[config.mk]
export PLATFORM = sky130hd
export DESIGN_NAME = pes_pull_edit_sequencer
export DESIGN_NICKNAME = d
export VERILOG_FILES = /design/src/shared/pes_pkg.sv /design/src/core/pes_pull_edit_sequencer.sv
export SDC_FILE = /design/constraint.sdc
export NUM_CORES = 1
export LEC_CHECK = 0
export BUFFER_PORTS_ARGS = -buffer_cell sky130_fd_sc_hd__buf_2
export CORE_MARGIN = 5
export CORE_UTILIZATION = 25
export DETAILED_ROUTE_END_ITERATION = 7
export GPL_ROUTABILITY_DRIVEN = 0
export PLACE_DENSITY_LB_ADDON = 0.1
export SYNTH_ARGS = -nofsm -noshare
export SYNTH_HDL_FRONTEND = slang
export SYNTH_SLANG_ARGS = --single-unit
[constraint.sdc]
create_clock -name aclk -period 3.55 [get_ports aclk]
set_clock_uncertainty 0.1 [all_clocks]
set_input_delay 0.5325 -clock aclk [delete_from_list [all_inputs] [get_ports aclk]]
set_output_delay 0.5325 -clock aclk [all_outputs]
set_load 0.02 [all_outputs]
[src/shared/pes_pkg.sv]
// Purpose: Constants and types for the pull edit sequencer
// Assumes: 100 MHz aclk, ten-bit core address, six-bit characters
// Notes: AXI4-Lite register map of the sequencer
`default_nettype none
package pes_pkg;
  localparam int unsigned CLK_MHZ = 100;
  localparam int unsigned GAP_CLOCKS = 4;
  localparam int unsigned PHASES = 5;
  localparam int unsigned ADDR_W = 10;
  localparam int unsigned CHAR_W = 6;
  localparam logic [5:0] END_SYMBOL = 6'h3f;
  localparam logic [2:0] PUT_FIVE = 3'h4;
  // Register byte offsets
  localparam logic [7:0] OFF_CTRL = 8'h00;
  localparam logic [7:0] OFF_STATUS = 8'h04;
  localparam logic [7:0] OFF_CURSOR = 8'h08;
  localparam logic [7:0] OFF_MEMADDR = 8'h0c;
  localparam logic [7:0] OFF_DISPLAY = 8'h10;
  // Control bit positions (write one to start; CTRL_GET is never decoded, gets come from monitor_get_slot)
  localparam int unsigned CTRL_REPLACE = 0;
  localparam int unsigned CTRL_DELETE = 1;
  localparam int unsigned CTRL_GET = 2;
  localparam int unsigned CTRL_PUT = 3;
  localparam logic [1:0] RESP_OKAY = 2'b00;
  localparam logic [1:0] RESP_SLVERR = 2'b10;

  typedef enum logic [2:0] {
    ST_IDLE = 3'b000,
    ST_CYCLE = 3'b001,
    ST_GAP = 3'b010,
    ST_DONE = 3'b011
  } pes_state_e;
endpackage : pes_pkg
`default_nettype wire

[src/core/pes_pull_edit_sequencer.sv]
// Purpose: Pull-type edit sequencer for the display buffer in core memory
// Assumes: Memory answers within each phase; one edit at a time
// Notes: Registers over AXI4-Lite; phases counted one per enabled clock
//
// Functional notes
// - Four-clock gap after first edit cycle
// - Gap copies cursor, then cursor leads one
// - Read stage raises request, selects cursor addressing
// - Read stage rewrites character, keeps for display
// - Cursor counts up at phase four
// - Phase five: read stage off, write stage on
// - Late phase five loads display register
// - Memory-addressed cycle writes display register contents
// - Memory counter counts up at phase four
// - Phase five returns to read stage
// - End symbol sets last-cycle flag, one more
// - Final cycle presets put counter, starts display
// - Final phase five ends request, clears flag
// - Preset put does tab only, then clears
// - Get stage pulse bumps restored cursor
// - Stage pulse sets pending, clears release hold
// - Next put stores corrected cursor normally
// - Pending pulse frees keyboards and load flag
// - Delete copies cursor first, cursor leads
// - Delete only when cursor over data
// - First replace cycle clears start, bumps cursor
// - Release hold blocks busy clear until cleared
`timescale 1ns/100ps
`default_nettype none
module pes_pull_edit_sequencer
  import pes_pkg::*;
#(
  parameter int unsigned AW = ADDR_W,
  parameter int unsigned CW = CHAR_W
) (
  // Clock and reset
  input wire logic aclk,
  input wire logic aresetn,
  input wire logic clk_en,
  // AXI4-Lite slave
  input wire logic [7:0] s_awaddr,
  input wire logic s_awvalid,
  output logic s_awready,
  input wire logic [31:0] s_wdata,
  input wire logic [3:0] s_wstrb,
  input wire logic s_wvalid,
  output logic s_wready,
  output logic [1:0] s_bresp,
  output logic s_bvalid,
  input wire logic s_bready,
  input wire logic [7:0] s_araddr,
  input wire logic s_arvalid,
  output logic s_arready,
  output logic [31:0] s_rdata,
  output logic [1:0] s_rresp,
  output logic s_rvalid,
  input wire logic s_rready,
  // Core memory
  output logic [AW-1:0] mem_addr,
  output logic mem_read,
  output logic mem_write,
  output logic [CW-1:0] mem_wdata,
  input wire logic [CW-1:0] mem_rdata,
  // Display and keyboard side
  input wire logic monitor_get_slot,
  input wire logic cursor_over_data,
  input wire logic [AW-1:0] restored_cursor,
  output logic display_start,
  output logic put_cycle_five_preset,
  output logic keyboard_busy_flag,
  output logic keyboard_release_hold,
  output logic put_store_cursor
);

  typedef struct packed {
    pes_state_e st;
    logic [2:0] phase;
    logic [2:0] gap;
    logic pull_read_stage;
    logic pull_write_stage;
    logic edit_cycle_active;
    logic last_cycle_flag;
    logic replace_one_start;
    logic first_cycle;
    logic [AW-1:0] cursor_count;
    logic [AW-1:0] memory_addr_count;
    logic [CW-1:0] memory_info_register;
    logic [CW-1:0] display_reg;
    logic put_preset;
    logic second_get_pending;
    logic release_hold;
    logic busy;
    logic load_flag;
    logic disp_start;
    logic put_store;
    logic aw_got;
    logic w_got;
    logic [7:0] awaddr;
    logic [31:0] wdata;
    logic bvalid;
    logic [1:0] bresp;
    logic rvalid;
    logic [1:0] rresp;
    logic [31:0] rdata;
  } pes_state_s;

  pes_state_s state_reg;
  pes_state_s state_next;
  logic edit_memory_request;
  logic cursor_addr_select;
  logic memory_addr_select;
  logic get_stage_pulse;
  logic wr_fire;
  logic [CW-1:0] kbd_char;

  ////////////////////////////////////////////////////////////////////
  // Request and address selection
  assign edit_memory_request = state_reg.pull_read_stage | state_reg.pull_write_stage;
  assign cursor_addr_select = state_reg.edit_cycle_active & ~state_reg.pull_write_stage;
  assign memory_addr_select = state_reg.pull_write_stage;
  assign get_stage_pulse = monitor_get_slot & state_reg.load_flag;
  assign wr_fire = state_reg.aw_got & state_reg.w_got & ~state_reg.bvalid;
  assign kbd_char = state_reg.wdata[8+CW-1:8];

  // Memory strobes: phases 0-1 read, 2-3 write
  assign mem_addr = memory_addr_select ? state_reg.memory_addr_count : state_reg.cursor_count;
  assign mem_read = (state_reg.st == ST_CYCLE) && (state_reg.phase < 3'd2);
  assign mem_write = (state_reg.st == ST_CYCLE) && (state_reg.phase == 3'd2 ||
                     state_reg.phase == 3'd3);
  assign mem_wdata = state_reg.pull_read_stage ? state_reg.memory_info_register :
                     state_reg.display_reg;

  assign display_start = state_reg.disp_start;
  assign put_cycle_five_preset = state_reg.put_preset;
  assign keyboard_busy_flag = state_reg.busy;
  assign keyboard_release_hold = state_reg.release_hold;
  assign put_store_cursor = state_reg.put_store;

  assign s_awready = ~state_reg.aw_got;
  assign s_wready = ~state_reg.w_got;
  assign s_bvalid = state_reg.bvalid;
  assign s_bresp = state_reg.bresp;
  assign s_arready = ~state_reg.rvalid;
  assign s_rvalid = state_reg.rvalid;
  assign s_rresp = state_reg.rresp;
  assign s_rdata = state_reg.rdata;

  ////////////////////////////////////////////////////////////////////
  // Next-state logic
  always_comb begin
    state_next = state_reg;
    state_next.disp_start = 1'b0;
    state_next.put_store = 1'b0;
    // Get handling first, so an edit start in the same cycle wins over it
    if (get_stage_pulse && state_reg.st == ST_IDLE) begin
      if (state_reg.second_get_pending && !state_reg.release_hold) begin
        state_next.busy = 1'b0;
        state_next.load_flag = 1'b0;
        state_next.second_get_pending = 1'b0;
        state_next.cursor_count = restored_cursor;
      end else begin
        state_next.cursor_count = restored_cursor + {{(AW-1){1'b0}}, 1'b1};
        state_next.second_get_pending = 1'b1;
        state_next.release_hold = 1'b0;
      end
    end
    // Write channel capture
    if (s_awvalid && s_awready) begin
      state_next.aw_got = 1'b1;
      state_next.awaddr = s_awaddr;
    end
    if (s_wvalid && s_wready) begin
      state_next.w_got = 1'b1;
      state_next.wdata = s_wdata;
    end
    if (state_reg.bvalid && s_bready) begin
      state_next.bvalid = 1'b0;
      state_next.aw_got = 1'b0;
      state_next.w_got = 1'b0;
    end
    if (wr_fire) begin
      state_next.bvalid = 1'b1;
      state_next.bresp = RESP_OKAY;
      if (state_reg.awaddr == OFF_CTRL) begin
        if (s_wstrb[0]) begin
          // Starts are honoured only while idle, keeping edits serialised
          if (state_reg.wdata[CTRL_REPLACE] && state_reg.st == ST_IDLE) begin
            state_next.replace_one_start = 1'b1;
            state_next.pull_read_stage = 1'b0;
            state_next.edit_cycle_active = 1'b1;
            state_next.first_cycle = 1'b1;
            state_next.display_reg = kbd_char;
            state_next.release_hold = 1'b1;
            state_next.busy = 1'b1;
            state_next.load_flag = 1'b1;
            state_next.st = ST_CYCLE;
            state_next.phase = 3'd0;
          end else if (state_reg.wdata[CTRL_DELETE] && state_reg.st == ST_IDLE &&
                       cursor_over_data) begin
            state_next.memory_addr_count = state_reg.cursor_count;
            state_next.cursor_count = state_reg.cursor_count + {{(AW-1){1'b0}}, 1'b1};
            state_next.pull_read_stage = 1'b1;
            state_next.edit_cycle_active = 1'b1;
            state_next.release_hold = 1'b1;
            state_next.busy = 1'b1;
            state_next.load_flag = 1'b1;
            state_next.st = ST_CYCLE;
            state_next.phase = 3'd0;
          end
          if (state_reg.wdata[CTRL_PUT]) begin
            if (state_reg.put_preset) begin
              state_next.put_preset = 1'b0;
            end else begin
              state_next.put_store = 1'b1;
            end
          end
        end
      end else if (state_reg.awaddr == OFF_CURSOR && state_reg.st == ST_IDLE) begin
        if (s_wstrb[0]) begin
          state_next.cursor_count[7:0] = state_reg.wdata[7:0];
        end
        if (s_wstrb[1]) begin
          state_next.cursor_count[AW-1:8] = state_reg.wdata[AW-1:8];
        end
      end else if (state_reg.awaddr != OFF_STATUS && state_reg.awaddr != OFF_MEMADDR &&
                   state_reg.awaddr != OFF_DISPLAY) begin
        state_next.bresp = RESP_SLVERR;
      end
    end
    // Read channel
    if (state_reg.rvalid && s_rready) begin
      state_next.rvalid = 1'b0;
    end
    if (s_arvalid && s_arready) begin
      state_next.rvalid = 1'b1;
      state_next.rresp = RESP_OKAY;
      case (s_araddr)
        OFF_STATUS: state_next.rdata = {22'h0, state_reg.put_preset,
                                        state_reg.second_get_pending, state_reg.release_hold,
                                        state_reg.busy, state_reg.last_cycle_flag,
                                        state_reg.pull_write_stage, state_reg.pull_read_stage,
                                        state_reg.st};
        OFF_CURSOR: state_next.rdata = {{(32-AW){1'b0}}, state_reg.cursor_count};
        OFF_MEMADDR: state_next.rdata = {{(32-AW){1'b0}}, state_reg.memory_addr_count};
        OFF_DISPLAY: state_next.rdata = {{(32-CW){1'b0}}, state_reg.display_reg};
        OFF_CTRL: state_next.rdata = 32'h0;
        default: begin
          state_next.rdata = 32'h0;
          state_next.rresp = RESP_SLVERR;
        end
      endcase
    end
    // Edit sequencing
    case (state_reg.st)
      ST_IDLE: begin
        state_next.phase = 3'd0;
      end
      ST_CYCLE: begin
        state_next.phase = state_reg.phase + 3'd1;
        if (state_reg.phase == 3'd1 && state_reg.pull_read_stage) begin
          state_next.memory_info_register = mem_rdata;
        end
        if (state_reg.phase == 3'd3) begin
          if (cursor_addr_select) begin
            state_next.cursor_count = state_reg.cursor_count + {{(AW-1){1'b0}}, 1'b1};
            if (state_reg.pull_read_stage && state_reg.memory_info_register == END_SYMBOL) begin
              state_next.last_cycle_flag = 1'b1;
            end
          end else begin
            state_next.memory_addr_count = state_reg.memory_addr_count +
                                           {{(AW-1){1'b0}}, 1'b1};
            if (state_reg.last_cycle_flag) begin
              state_next.put_preset = 1'b1;
              state_next.disp_start = 1'b1;
            end
          end
        end
        if (state_reg.phase == 3'(PHASES - 1)) begin
          state_next.phase = 3'd0;
          if (state_reg.first_cycle) begin
            state_next.replace_one_start = 1'b0;
            state_next.first_cycle = 1'b0;
            state_next.st = ST_GAP;
            state_next.gap = 3'd0;
          end else if (state_reg.pull_read_stage) begin
            state_next.pull_read_stage = 1'b0;
            state_next.pull_write_stage = 1'b1;
            state_next.display_reg = state_reg.memory_info_register;
          end else if (state_reg.last_cycle_flag) begin
            state_next.pull_write_stage = 1'b0;
            state_next.last_cycle_flag = 1'b0;
            state_next.edit_cycle_active = 1'b0;
            state_next.st = ST_DONE;
          end else begin
            state_next.pull_read_stage = 1'b1;
            state_next.pull_write_stage = 1'b0;
          end
        end
      end
      ST_GAP: begin
        state_next.gap = state_reg.gap + 3'd1;
        if (state_reg.gap == 3'd0) begin
          state_next.memory_addr_count = state_reg.cursor_count;
        end
        if (state_reg.gap == 3'd1) begin
          state_next.cursor_count = state_reg.cursor_count + {{(AW-1){1'b0}}, 1'b1};
        end
        if (state_reg.gap == 3'(GAP_CLOCKS - 1)) begin
          state_next.pull_read_stage = 1'b1;
          state_next.st = ST_CYCLE;
        end
      end
      ST_DONE: begin
        state_next.st = ST_IDLE;
      end
      default: begin
        state_next.st = ST_IDLE;
      end
    endcase
  end

  ////////////////////////////////////////////////////////////////////
  // State register
  always_ff @(posedge aclk) begin
    if (!aresetn) begin
      state_reg <= '0;
    end else if (clk_en) begin
      state_reg <= state_next;
    end
  end
endmodule : pes_pull_edit_sequencer
`default_nettype wire

Word level (Yosys, flattened, before mapping)
Cells that the tools add are included.

storage, ports and cells
  register bits = 116
  bits in latches = 0
  bits in writable memories = 0
  ROM bits = 0
  output and inout bits = 64
  logic and storage cells = 209
  memories = 0

cells by class
  add/sub/neg operators = 5
  $mul = 0
  div/mod/pow operators = 0
  magnitude comparators = 1
  equality and inequality tests = 19
  shifts and indexed selects = 0
  mux-type cells = 98
  bitwise gates (word level) = 10
  reductions and logical operators = 47

operator list
  cell                                           count
  2-to-1 mux 10 bit                              10
  2-to-1 mux 20 bit                              3
  2-to-1 mux 6 bit                               10
  2-to-1 mux 22 bit                              2
  one-hot mux 10 bit (4 select lines)            1
  one-hot mux 20 bit (2 select lines)            1
  2-to-1 mux 3 bit                               12
  2-to-1 mux 35 bit                              1
  2-to-1 mux 1 bit                               34
  adder 10 x 1 -> 10 bit, second input constant  3
  2-to-1 mux 7 bit                               4
  2-to-1 mux 2 bit                               13
  == test 8 x 4 -> 1 bit, second input constant  3
  AND reduction 2 bit                            10
  logical AND 1 bit                              17
  zero test 8 bit                                2
  2-to-1 mux 15 bit                              1
  == test 3 x 2 -> 1 bit, second input constant  4
  nonzero test 2 bit                             5
  == test 3 x 1 -> 1 bit, second input constant  3
  one-hot mux 3 bit (3 select lines)             1
  nonzero test 3 bit                             3
  == test 8 x 3 -> 1 bit, second input constant  1
  == test 8 x 5 -> 1 bit, second input constant  1
  23 further kinds                               35

Longest topological paths before layout
Gate-level depths: netlist of run 1.

  depth after elaboration = 13
  mapped depth = 10

Least setup slack after synthesis of run 1
OpenSTA, ideal clock, no wires.

  path kind = register to register
  start point = register state_reg[71] (netlist bit)
  end point = register state_reg[102] (netlist bit)
  setup time = 0.116 ns
  arrival time = 2.045 ns
  required time = 3.334 ns
  path slack = 1.288 ns
  cell stages (with the launch flop) = 9
  buffers on the path = 2
  period minus slack after synthesis = 2.262 ns
  path through = dfxtp_1 -> or4_4 -> nor4_4 -> and2_1 -> buf_6 -> clkbuf_8 -> mux2i_1 -> o211ai_1 -> o211a_1

between the ends
  word-level cells in the longest chain between the ends = 6
  elaborated cells between the ends (all ways) = 7
  those cells by class = mux (6); reduce/logical (1)

RTL lines
  what                                     RTL line                        RTL
  from (decl)                              pes_pull_edit_sequencer.sv:107  pes_state_s state_reg;
  from (signal assigned)                   pes_pull_edit_sequencer.sv:328  state_reg <= state_next;
  zero test 8 bit (*)                      pes_pull_edit_sequencer.sv:184  if (state_reg.awaddr == OFF_CTRL) begin
  2-to-1 mux 10 bit (*)                    pes_pull_edit_sequencer.sv:184
  2-to-1 mux 22 bit (*)                    pes_pull_edit_sequencer.sv:181  if (wr_fire) begin
  2-to-1 mux 10 bit                        pes_pull_edit_sequencer.sv:264  if (cursor_addr_select) begin
  2-to-1 mux 20 bit                        pes_pull_edit_sequencer.sv:263  if (state_reg.phase == 3'd3) begin
  one-hot mux 20 bit (2 select lines) (*)  pes_pull_edit_sequencer.sv:254  case (state_reg.st)

Mark *: on every way between the ends. The rest lies on a longest branch, timed or not.
A chain may end at the register's enable or synchronous reset.

Worst setup path after layout of run 1
  start point = register state_reg[71] (netlist bit)
  end point = register state_reg[103] (netlist bit)

The elaborated chain is that of the path after synthesis.

==> results of run 1 <==
-- worst max-delay path: stages, from the launching register on --
cell and delay (ns):
dfxtp_1 0.32, or4_4 0.57, nor4_4 0.47, and2_1 0.28
buf_4 0.29, nor2_1 0.11, o311ai_0 0.31, a31oi_1 0.12
-- metal layers --
layer / GRT usage (%) / part of all wire (%) / vias up
met5: 0 / 0 / -
met4: 3.637 / 1.3 / 0
met3: 2.581 / 4.4 / 16
met2: 22.83 / 47 / 131
met1: 19.14 / 47 / 2422
li1: - / - / 2593
-- synthesized netlist by cell type (4+ instances only) --
library cell	instances	area [um^2]
a22oi_1	10	75.07
mux2i_1	28	280.3
o21ai_0	35	175.2
and4_1	4	35.03
xnor2_1	9	78.83
a21oi_1	50	250.2
and2_1	5	31.28
nor2_1	59	221.5
buf_4	39	292.8
inv_1	19	71.32
clkbuf_1	33	123.9
a221oi_1	9	78.83
a211oi_1	4	30.03
o21a_1	7	52.55
ha_1	11	137.6
a31oi_1	8	50.05
dfxtp_1	91	1822
o211ai_1	8	60.06
mux2_2	16	180.2
clkbuf_8	5	68.82
or3_1	4	25.02
xor2_1	10	87.58
buf_2	9	45.04
nand2_1	86	322.8
nand3b_1	4	30.03
and3_1	8	50.05
o211a_1	5	50.05
nor3_1	12	60.06
a222oi_1	4	40.04
nand2b_1	5	31.28
nand4_1	14	87.58
nand3_1	28	140.1
nor2b_1	7	43.79
o22ai_1	8	50.05
-- metrics by stage --
stage                     std cells  power (W)  area, um^2  utilization (%)
after CTS                      1050   0.002488        6429            28.66
after floorplan                 731   0.001311        5725                -
final                          1050   0.002455        6429            28.66
after global routing           1050   0.002563        6429            28.66
after global placement         1034   0.001380        6096            27.17
after detailed placement       1034   0.001384        6096            27.17
-- layout make-up --
type | instances | area, um^2
clock inverter | 7 | 107.6
sequential | 91 | 1822
fill | 2488 | 16010
multi-input combinational | 530 | 3271
clock buffer | 9 | 225.2
inverter | 19 | 71.32
tap | 285 | 356.6
timing repair buffer | 109 | 575.6
-- final timing paths --
check	slack, ns	start	cells past startpoint	endpoint
hold / removal	0.31	s_awaddr[6]	3	state_reg[76]
setup / recovery	0.82	state_reg[71]	7	state_reg[103]
setup reg to reg	0.82	state_reg[71]	7	state_reg[103]
hold reg to reg	0.35	s_rdata[8]	2	s_rdata[8]
-- placed cells by master, fill, tap and decap left out, drive strengths merged, types with 8 or more instances in the layout --
| master | count |
|---|---|
| buf | 109 |
| dfxtp | 91 |
| nand2 | 86 |
| nor2 | 59 |
| a21oi | 50 |
| o21ai | 35 |
| nand3 | 28 |
| mux2i | 28 |
| conb | 24 |
| inv | 22 |
| mux2 | 16 |
| nand4 | 14 |
| nor3 | 13 |
| ha | 11 |
| xor2 | 10 |
| a22oi | 10 |
| and3 | 10 |
| xnor2 | 9 |
| a221oi | 9 |
| clkbuf | 9 |
| o211ai | 8 |
| a31oi | 8 |
| o22ai | 8 |
-- power breakdown --
group / internal [W] / switching (W) / leakage, nW
Sequential: 0.00105 / 0.0000427 / 0.739
Clock: 0.000632 / 0.000466 / 0.160
Combinational: 0.000100 / 0.000167 / 1.66
Total: 0.00178 / 0.000675 / 2.56
-- cells by family after synthesis --
logic type	Yosys count	share of synthesized area [%]
xor+xnor	19	2.951
mux	44	8.165
flops	91	32.31
simple gates	259	22.76
buf+inv	110	11.23
other cells	1	0.06650
fa+ha+maj	11	2.441
compound gates	173	20.08
==> out/results.ini, run 1 <==
[floorplanning]
die_width_um=160.2
die_h_um=160.2
io_pins=142
dieArea_um2=25660
rows=55
start_util_pct=25.14
core_um2=22430

[sta]
max_freq_ghz=0.3657
tns_ns=0
fin_hold_ws_ns=0.3120
finalSetupViolations=0
finalHoldViolCount=0
post-route-period-util_pct=77.02
post-route-min-period_ns=2.734
grt_setup_unrepaired=no
fin_ws_ns=0.8157
relSlewSlack_pct=44.28
worstMarginPinSlew_ns=0.8328
maxSlewViolCount=0

[yosys]
synth_edf_count=0
syn_area_um2=5639
async_flop_share_pct=0
yosys_warnings=0
syn_avg_cell_area_um2=7.965
ys_types=71
synth_ff_type=dfxtp_1
yosysSeqAreaShare_pct=32.31
synth_seq_cells=91
synthCells=708

[clock_network]
cts_tree=done
cts_buffer_depth=2
root_buffer=clkbuf_16
cts.sinks=91
hold_buffers=0
cts_buffers=9
ctsResizeCount=0
post_cts.repair.setup_buffers=0
h-tree-depth=3
clk_latency_ns=0.35
cts.clk_slew.worst_paths_ns=0.07

[setup_path]
criticalPathCategory=flop to flop
startpoint_type=flop
critPathMaxFanout=15
required_ns=3.66
end_kind=flop
cp.arrival_ns=2.84

[global_routing]
grt_use_total_pct=14.02
grt_pass1_wl_um=29090
grt_max_degree=60
antenna_found_initial=0
grt_pass1_vias=5120
gr-total-overflow=0

[finish]
drive_gt1_share_pct=20.00
area_growth_pct=14.00
antenna_cells=0
nets=849
largest_reg_flops=65

[drt]
first_iter_violations=286
via_per_inst=4.916
routed_wl_um=18160
vias=5162
antenna_left=0
drc=0
dr.pass1.iters=5
post_drt_wl_per_cell_um=17.29

[flow_run]
maxCapViolations=0

[place]
post-dp-hpwl_um=13820
io_buffers=97
dp_slack_ns=0.7457

[power_and_ir_drop]
p_leak_nw=2.557
ir_drop_uv=221.8
p_per_area_nw_per_um2=382.0

[hold_path]
worstHoldPathType=input port to flop

[run_status]
status=finished, final reports clean

Power figures use the tool's default switching activity.
==> inputs of run 2 (changes only) <==
--- a/config.mk
+++ b/config.mk
@@ -5,6 +5,7 @@
 export SDC_FILE = /design/constraint.sdc
 export NUM_CORES = 1
 export LEC_CHECK = 0
+export ABC_AREA = 1
 export BUFFER_PORTS_ARGS = -buffer_cell sky130_fd_sc_hd__buf_2
 export CORE_MARGIN = 5
 export CORE_UTILIZATION = 25
==> constraint.sdc (replaced) <==
create_clock -name aclk -period 2.5 [get_ports aclk]
set_clock_uncertainty 0.1 [all_clocks]
set_input_delay 0.375 -clock aclk [delete_from_list [all_inputs] [get_ports aclk]]
set_output_delay 0.375 -clock aclk [all_outputs]
set_load 0.02 [all_outputs]
==> out/results.ini, run 2 <==
[clock_network]
cts.clk_slew.worst_paths_ns=0.07  ; about the same
clk_latency_ns=0.35  ; about the same
root_buffer=clkbuf_16  ; unchanged
cts.sinks=91  ; unchanged
post_cts.repair.setup_buffers=0  ; unchanged
hold_buffers=0  ; unchanged
cts_buffer_depth=2  ; unchanged
cts_buffers=9  ; unchanged
ctsResizeCount=0  ; unchanged
h-tree-depth=3  ; unchanged
cts_tree=done  ; unchanged

[drt]
via_per_inst=4.673  ; was 4.916
drc=0  ; unchanged
vias=6079  ; was 5162
dr.pass1.iters=4  ; was 5
first_iter_violations=316  ; was 286
post_drt_wl_per_cell_um=16.04  ; was 17.29 um
routed_wl_um=20870  ; was 18160 um
antenna_left=0  ; unchanged

[yosys]
yosys_warnings=0  ; unchanged
yosysTopAreaCellShare_pct=31.24  ; was 32.31%
netlist_top_cells_area=dfxtp_1 (31%), nand2_1 (12%), o21ai_0 (9.2%), nor2_1 (6.2%), a21oi_1 (6.2%)  ; was dfxtp_1 (32%), nand2_1 (5.7%), buf_4 (5.2%), mux2i_1 (5.0%), a21oi_1 (4.4%)
synthCells=902  ; was 708
synth_ff_type=dfxtp_1  ; unchanged
synth_top_area_cell=dfxtp_1  ; unchanged
synth_edf_count=0  ; unchanged
synth_seq_cells=91  ; unchanged
yosysSeqAreaShare_pct=31.24  ; was 32.31%
synth.most_common_cell=nand2_1  ; was dfxtp_1
syn_area_um2=5831  ; was 5639 um^2
async_flop_share_pct=0  ; unchanged
ys_types=46  ; was 71
synth_top_cells_by_count=nand2_1 (180), o21ai_0 (107), nor2_1 (97), inv_1 (95), dfxtp_1 (91)  ; was dfxtp_1 (91), nand2_1 (86), nor2_1 (59), a21oi_1 (50), buf_4 (39)
syn_avg_cell_area_um2=6.464  ; was 7.965 um^2

[place]
io_buffers=97  ; unchanged
post-dp-hpwl_um=15790  ; was 13820 um

[setup_path]
crit_path_end=state_reg[87]  ; was state_reg[103]
end_kind=flop  ; unchanged
cpPeakStageDelay_ns=0.32  ; was 0.57 ns
criticalPathCategory=flop to flop  ; unchanged
rrSetupSlack_ns=0.46  ; was 0.82 ns
reg2reg_to=state_reg[87]  ; was state_reg[103]
cpMostUsedCell=nand2_1
critPathMaxFanout=13  ; was 15
worstPathCellList=nor2_1, nand2_1, nor2_2, nand2_2, inv_2, nand2_1, o21ai_0, a21oi_1, o21a_1  ; was or4_4, nor4_4, and2_1, buf_4, nor2_1, o311ai_0, a31oi_1
slowest_stage=dfxtp_1  ; was or4_4
crit_start=state_reg[70]  ; was state_reg[71]
cp.arrival_ns=2.18  ; was 2.84 ns
required_ns=2.65  ; was 3.66 ns
r2r_cells=9  ; was 7
startpoint_type=flop  ; unchanged
r2r_start=state_reg[70]  ; was state_reg[71]

[sta]
fin_hold_ws_ns=0.1406  ; was 0.3120 ns
post-route-period-util_pct=81.51  ; was 77.02%
relSlewSlack_pct=63.06  ; was 44.28%
finalSetupViolations=0  ; unchanged
grt_setup_unrepaired=no  ; unchanged
tns_ns=0  ; unchanged
finalHoldViolCount=0  ; unchanged
worstMarginPinSlew_ns=0.5507  ; was 0.8328 ns
post-route-min-period_ns=2.038  ; was 2.734 ns
maxSlewViolCount=0  ; unchanged
max_freq_ghz=0.4907  ; was 0.3657 GHz

[global_routing]
grt_use_total_pct=15.61  ; was 14.02%
grt_max_degree=62  ; was 60
grt_pass1_wl_um=32790  ; was 29090 um
grt_pass1_vias=5876  ; was 5120
antenna_found_initial=0  ; unchanged
gr-total-overflow=0  ; unchanged

[finish]
nets=1072  ; was 849
regArea_um2=1822  ; unchanged
most-common-layout-cells=nand2_1 (180), o21ai_0 (107), nor2_1 (97), buf_2 (97), inv_1 (95)  ; was buf_2 (97), dfxtp_1 (91), nand2_1 (86), nor2_1 (59), a21oi_1 (50)
multi_input_area_um2=3284  ; was 3271 um^2
largest_reg_flops=65  ; unchanged
fillers=2632  ; was 2488
antenna_cells=0  ; unchanged
final_common_cell=nand2_1  ; was buf_2
area_growth_pct=17.40  ; was 14.00%
drive_gt1_share_pct=16.50  ; was 20.00%

[hold_path]
worstHoldPathType=input port to flop  ; unchanged

[power_and_ir_drop]
p_per_area_nw_per_um2=519.7  ; was 382.0 nW/um^2
p_leak_nw=3.020  ; was 2.557 nW
p_sw_w=0.001072  ; was 0.0006752 W
p_int_w=0.002486  ; was 0.001780 W
p_seq_share_pct=43.9  ; was 44.4%
ir_drop_uv=309.6  ; was 221.8 uV
p_sw_share_pct=30.13  ; was 27.50%
clkPwrFrac_pct=41.6  ; was 44.7%
p_comb_share_pct=14.5  ; was 10.9%

[floorplanning]
io_pins=142  ; unchanged
start_util_pct=25.60  ; was 25.14%
die_width_um=162.7  ; was 160.2 um
die_h_um=162.7  ; was 160.2 um
rows=55  ; unchanged
core_um2=22780  ; was 22430 um^2
dieArea_um2=26480  ; was 25660 um^2

[run_status]
status=finished, final reports clean  ; unchanged

[flow_run]
maxCapViolations=0  ; unchanged

-- run 2: changes by cell type in the layout (fill, tap and decap cells not counted), moves of 10 or more --
cell / delta
a21oi_1: +22
inv_1: +76
inv_2: +10
mux2_2: -16
mux2i_1: -28
nand2_1: +94
nand3_1: +13
nor2_1: +38
o21ai_0: +72
-- run 2: worst min path at each step --
stage                         from        endpoint  cells past startpoint  slack, ns
detailed placement      s_rdata[9]      s_rdata[9]                      2       0.35
CTS                    s_awaddr[7]   state_reg[77]                      3       0.13
finish                 s_awaddr[1]   state_reg[71]                      3       0.14
global route            s_wdata[1]   state_reg[39]                      3       0.15
global placement        s_rdata[9]      s_rdata[9]                      2       0.36
floorplan           state_reg[122]  state_reg[122]                      2       0.34
-- run 2: power by group through the flow --
stage / registers (W) / logic [W] / clock network, W
after floorplan: 0.00158 / 0.000361 / 0
after global placement: 0.00159 / 0.000517 / 0
after detailed placement: 0.00159 / 0.000516 / 0
after CTS: 0.00156 / 0.000518 / 0.00152
after global routing: 0.00157 / 0.000587 / 0.00157
final: 0.00156 / 0.000517 / 0.00148
-- run 2: stage by stage --
step	cell area, um^2	total power, W	util (%)	setup WS (ns)	std cells
3_3_place_gp	6536	0.002112	28.70	0.4302	1285
4_1_cts	6845	0.003598	30.05	0.4519	1301
3_5_place_dp	6536	0.002110	28.70	0.3930	1285
5_1_grt	6845	0.003727	30.05	0.2560	1301
6_report	6845	0.003557	30.05	0.4622	1301
2_1_floorplan	5917	0.001938	-	0.8008	925
-- run 2: cells by family (layout without fill, tap and decap cells) --
logic type                 Yosys count  count (layout)  share of synthesized area [%]
and+or+nand+nor                    374             374                          28.30
AOI/OAI and AO/OA                  246             246                          23.67
buffers and inverters              176             239                          13.91
DFF                                 91              91                          31.24
adders and majority gates           11              11                          2.360
xor gates and xnor gates             3               3                         0.4507
other                                1              24                        0.06432
-- run 2: metal layers --
| metal | global-route usage [%] | vias up | wire, um |
|---|---|---|---|
| met1 | 22.09 | 2792 | 10420 |
| met3 | 2.329 | 24 | 938 |
| met2 | 24.51 | 135 | 9132 |
| met4 | 4.766 | 0 | 377 |
| met5 | 0 | - | 0 |
| li1 | - | 3128 | - |
-- run 2: cell type report --
| type | instances | share of cell area, % |
|---|---|---|
| clock inverters | 6 | 1.024 |
| repair buffers | 115 | 9.249 |
| clock buffers | 10 | 3.491 |
| well taps | 313 | 5.721 |
| inverters | 108 | 5.922 |
| multi-input cells | 658 | 47.98 |
| flip-flops and latches | 91 | 26.61 |
-- run 2: worst max-delay path: cells and delay by family (launching register included) --
family | cells | cell delay, ns
AOI/OAI and AO/OA | 3 | 0.51
buffers and inverters | 1 | 0.09
DFF | 1 | 0.32
and+or+nand+nor | 5 | 0.93
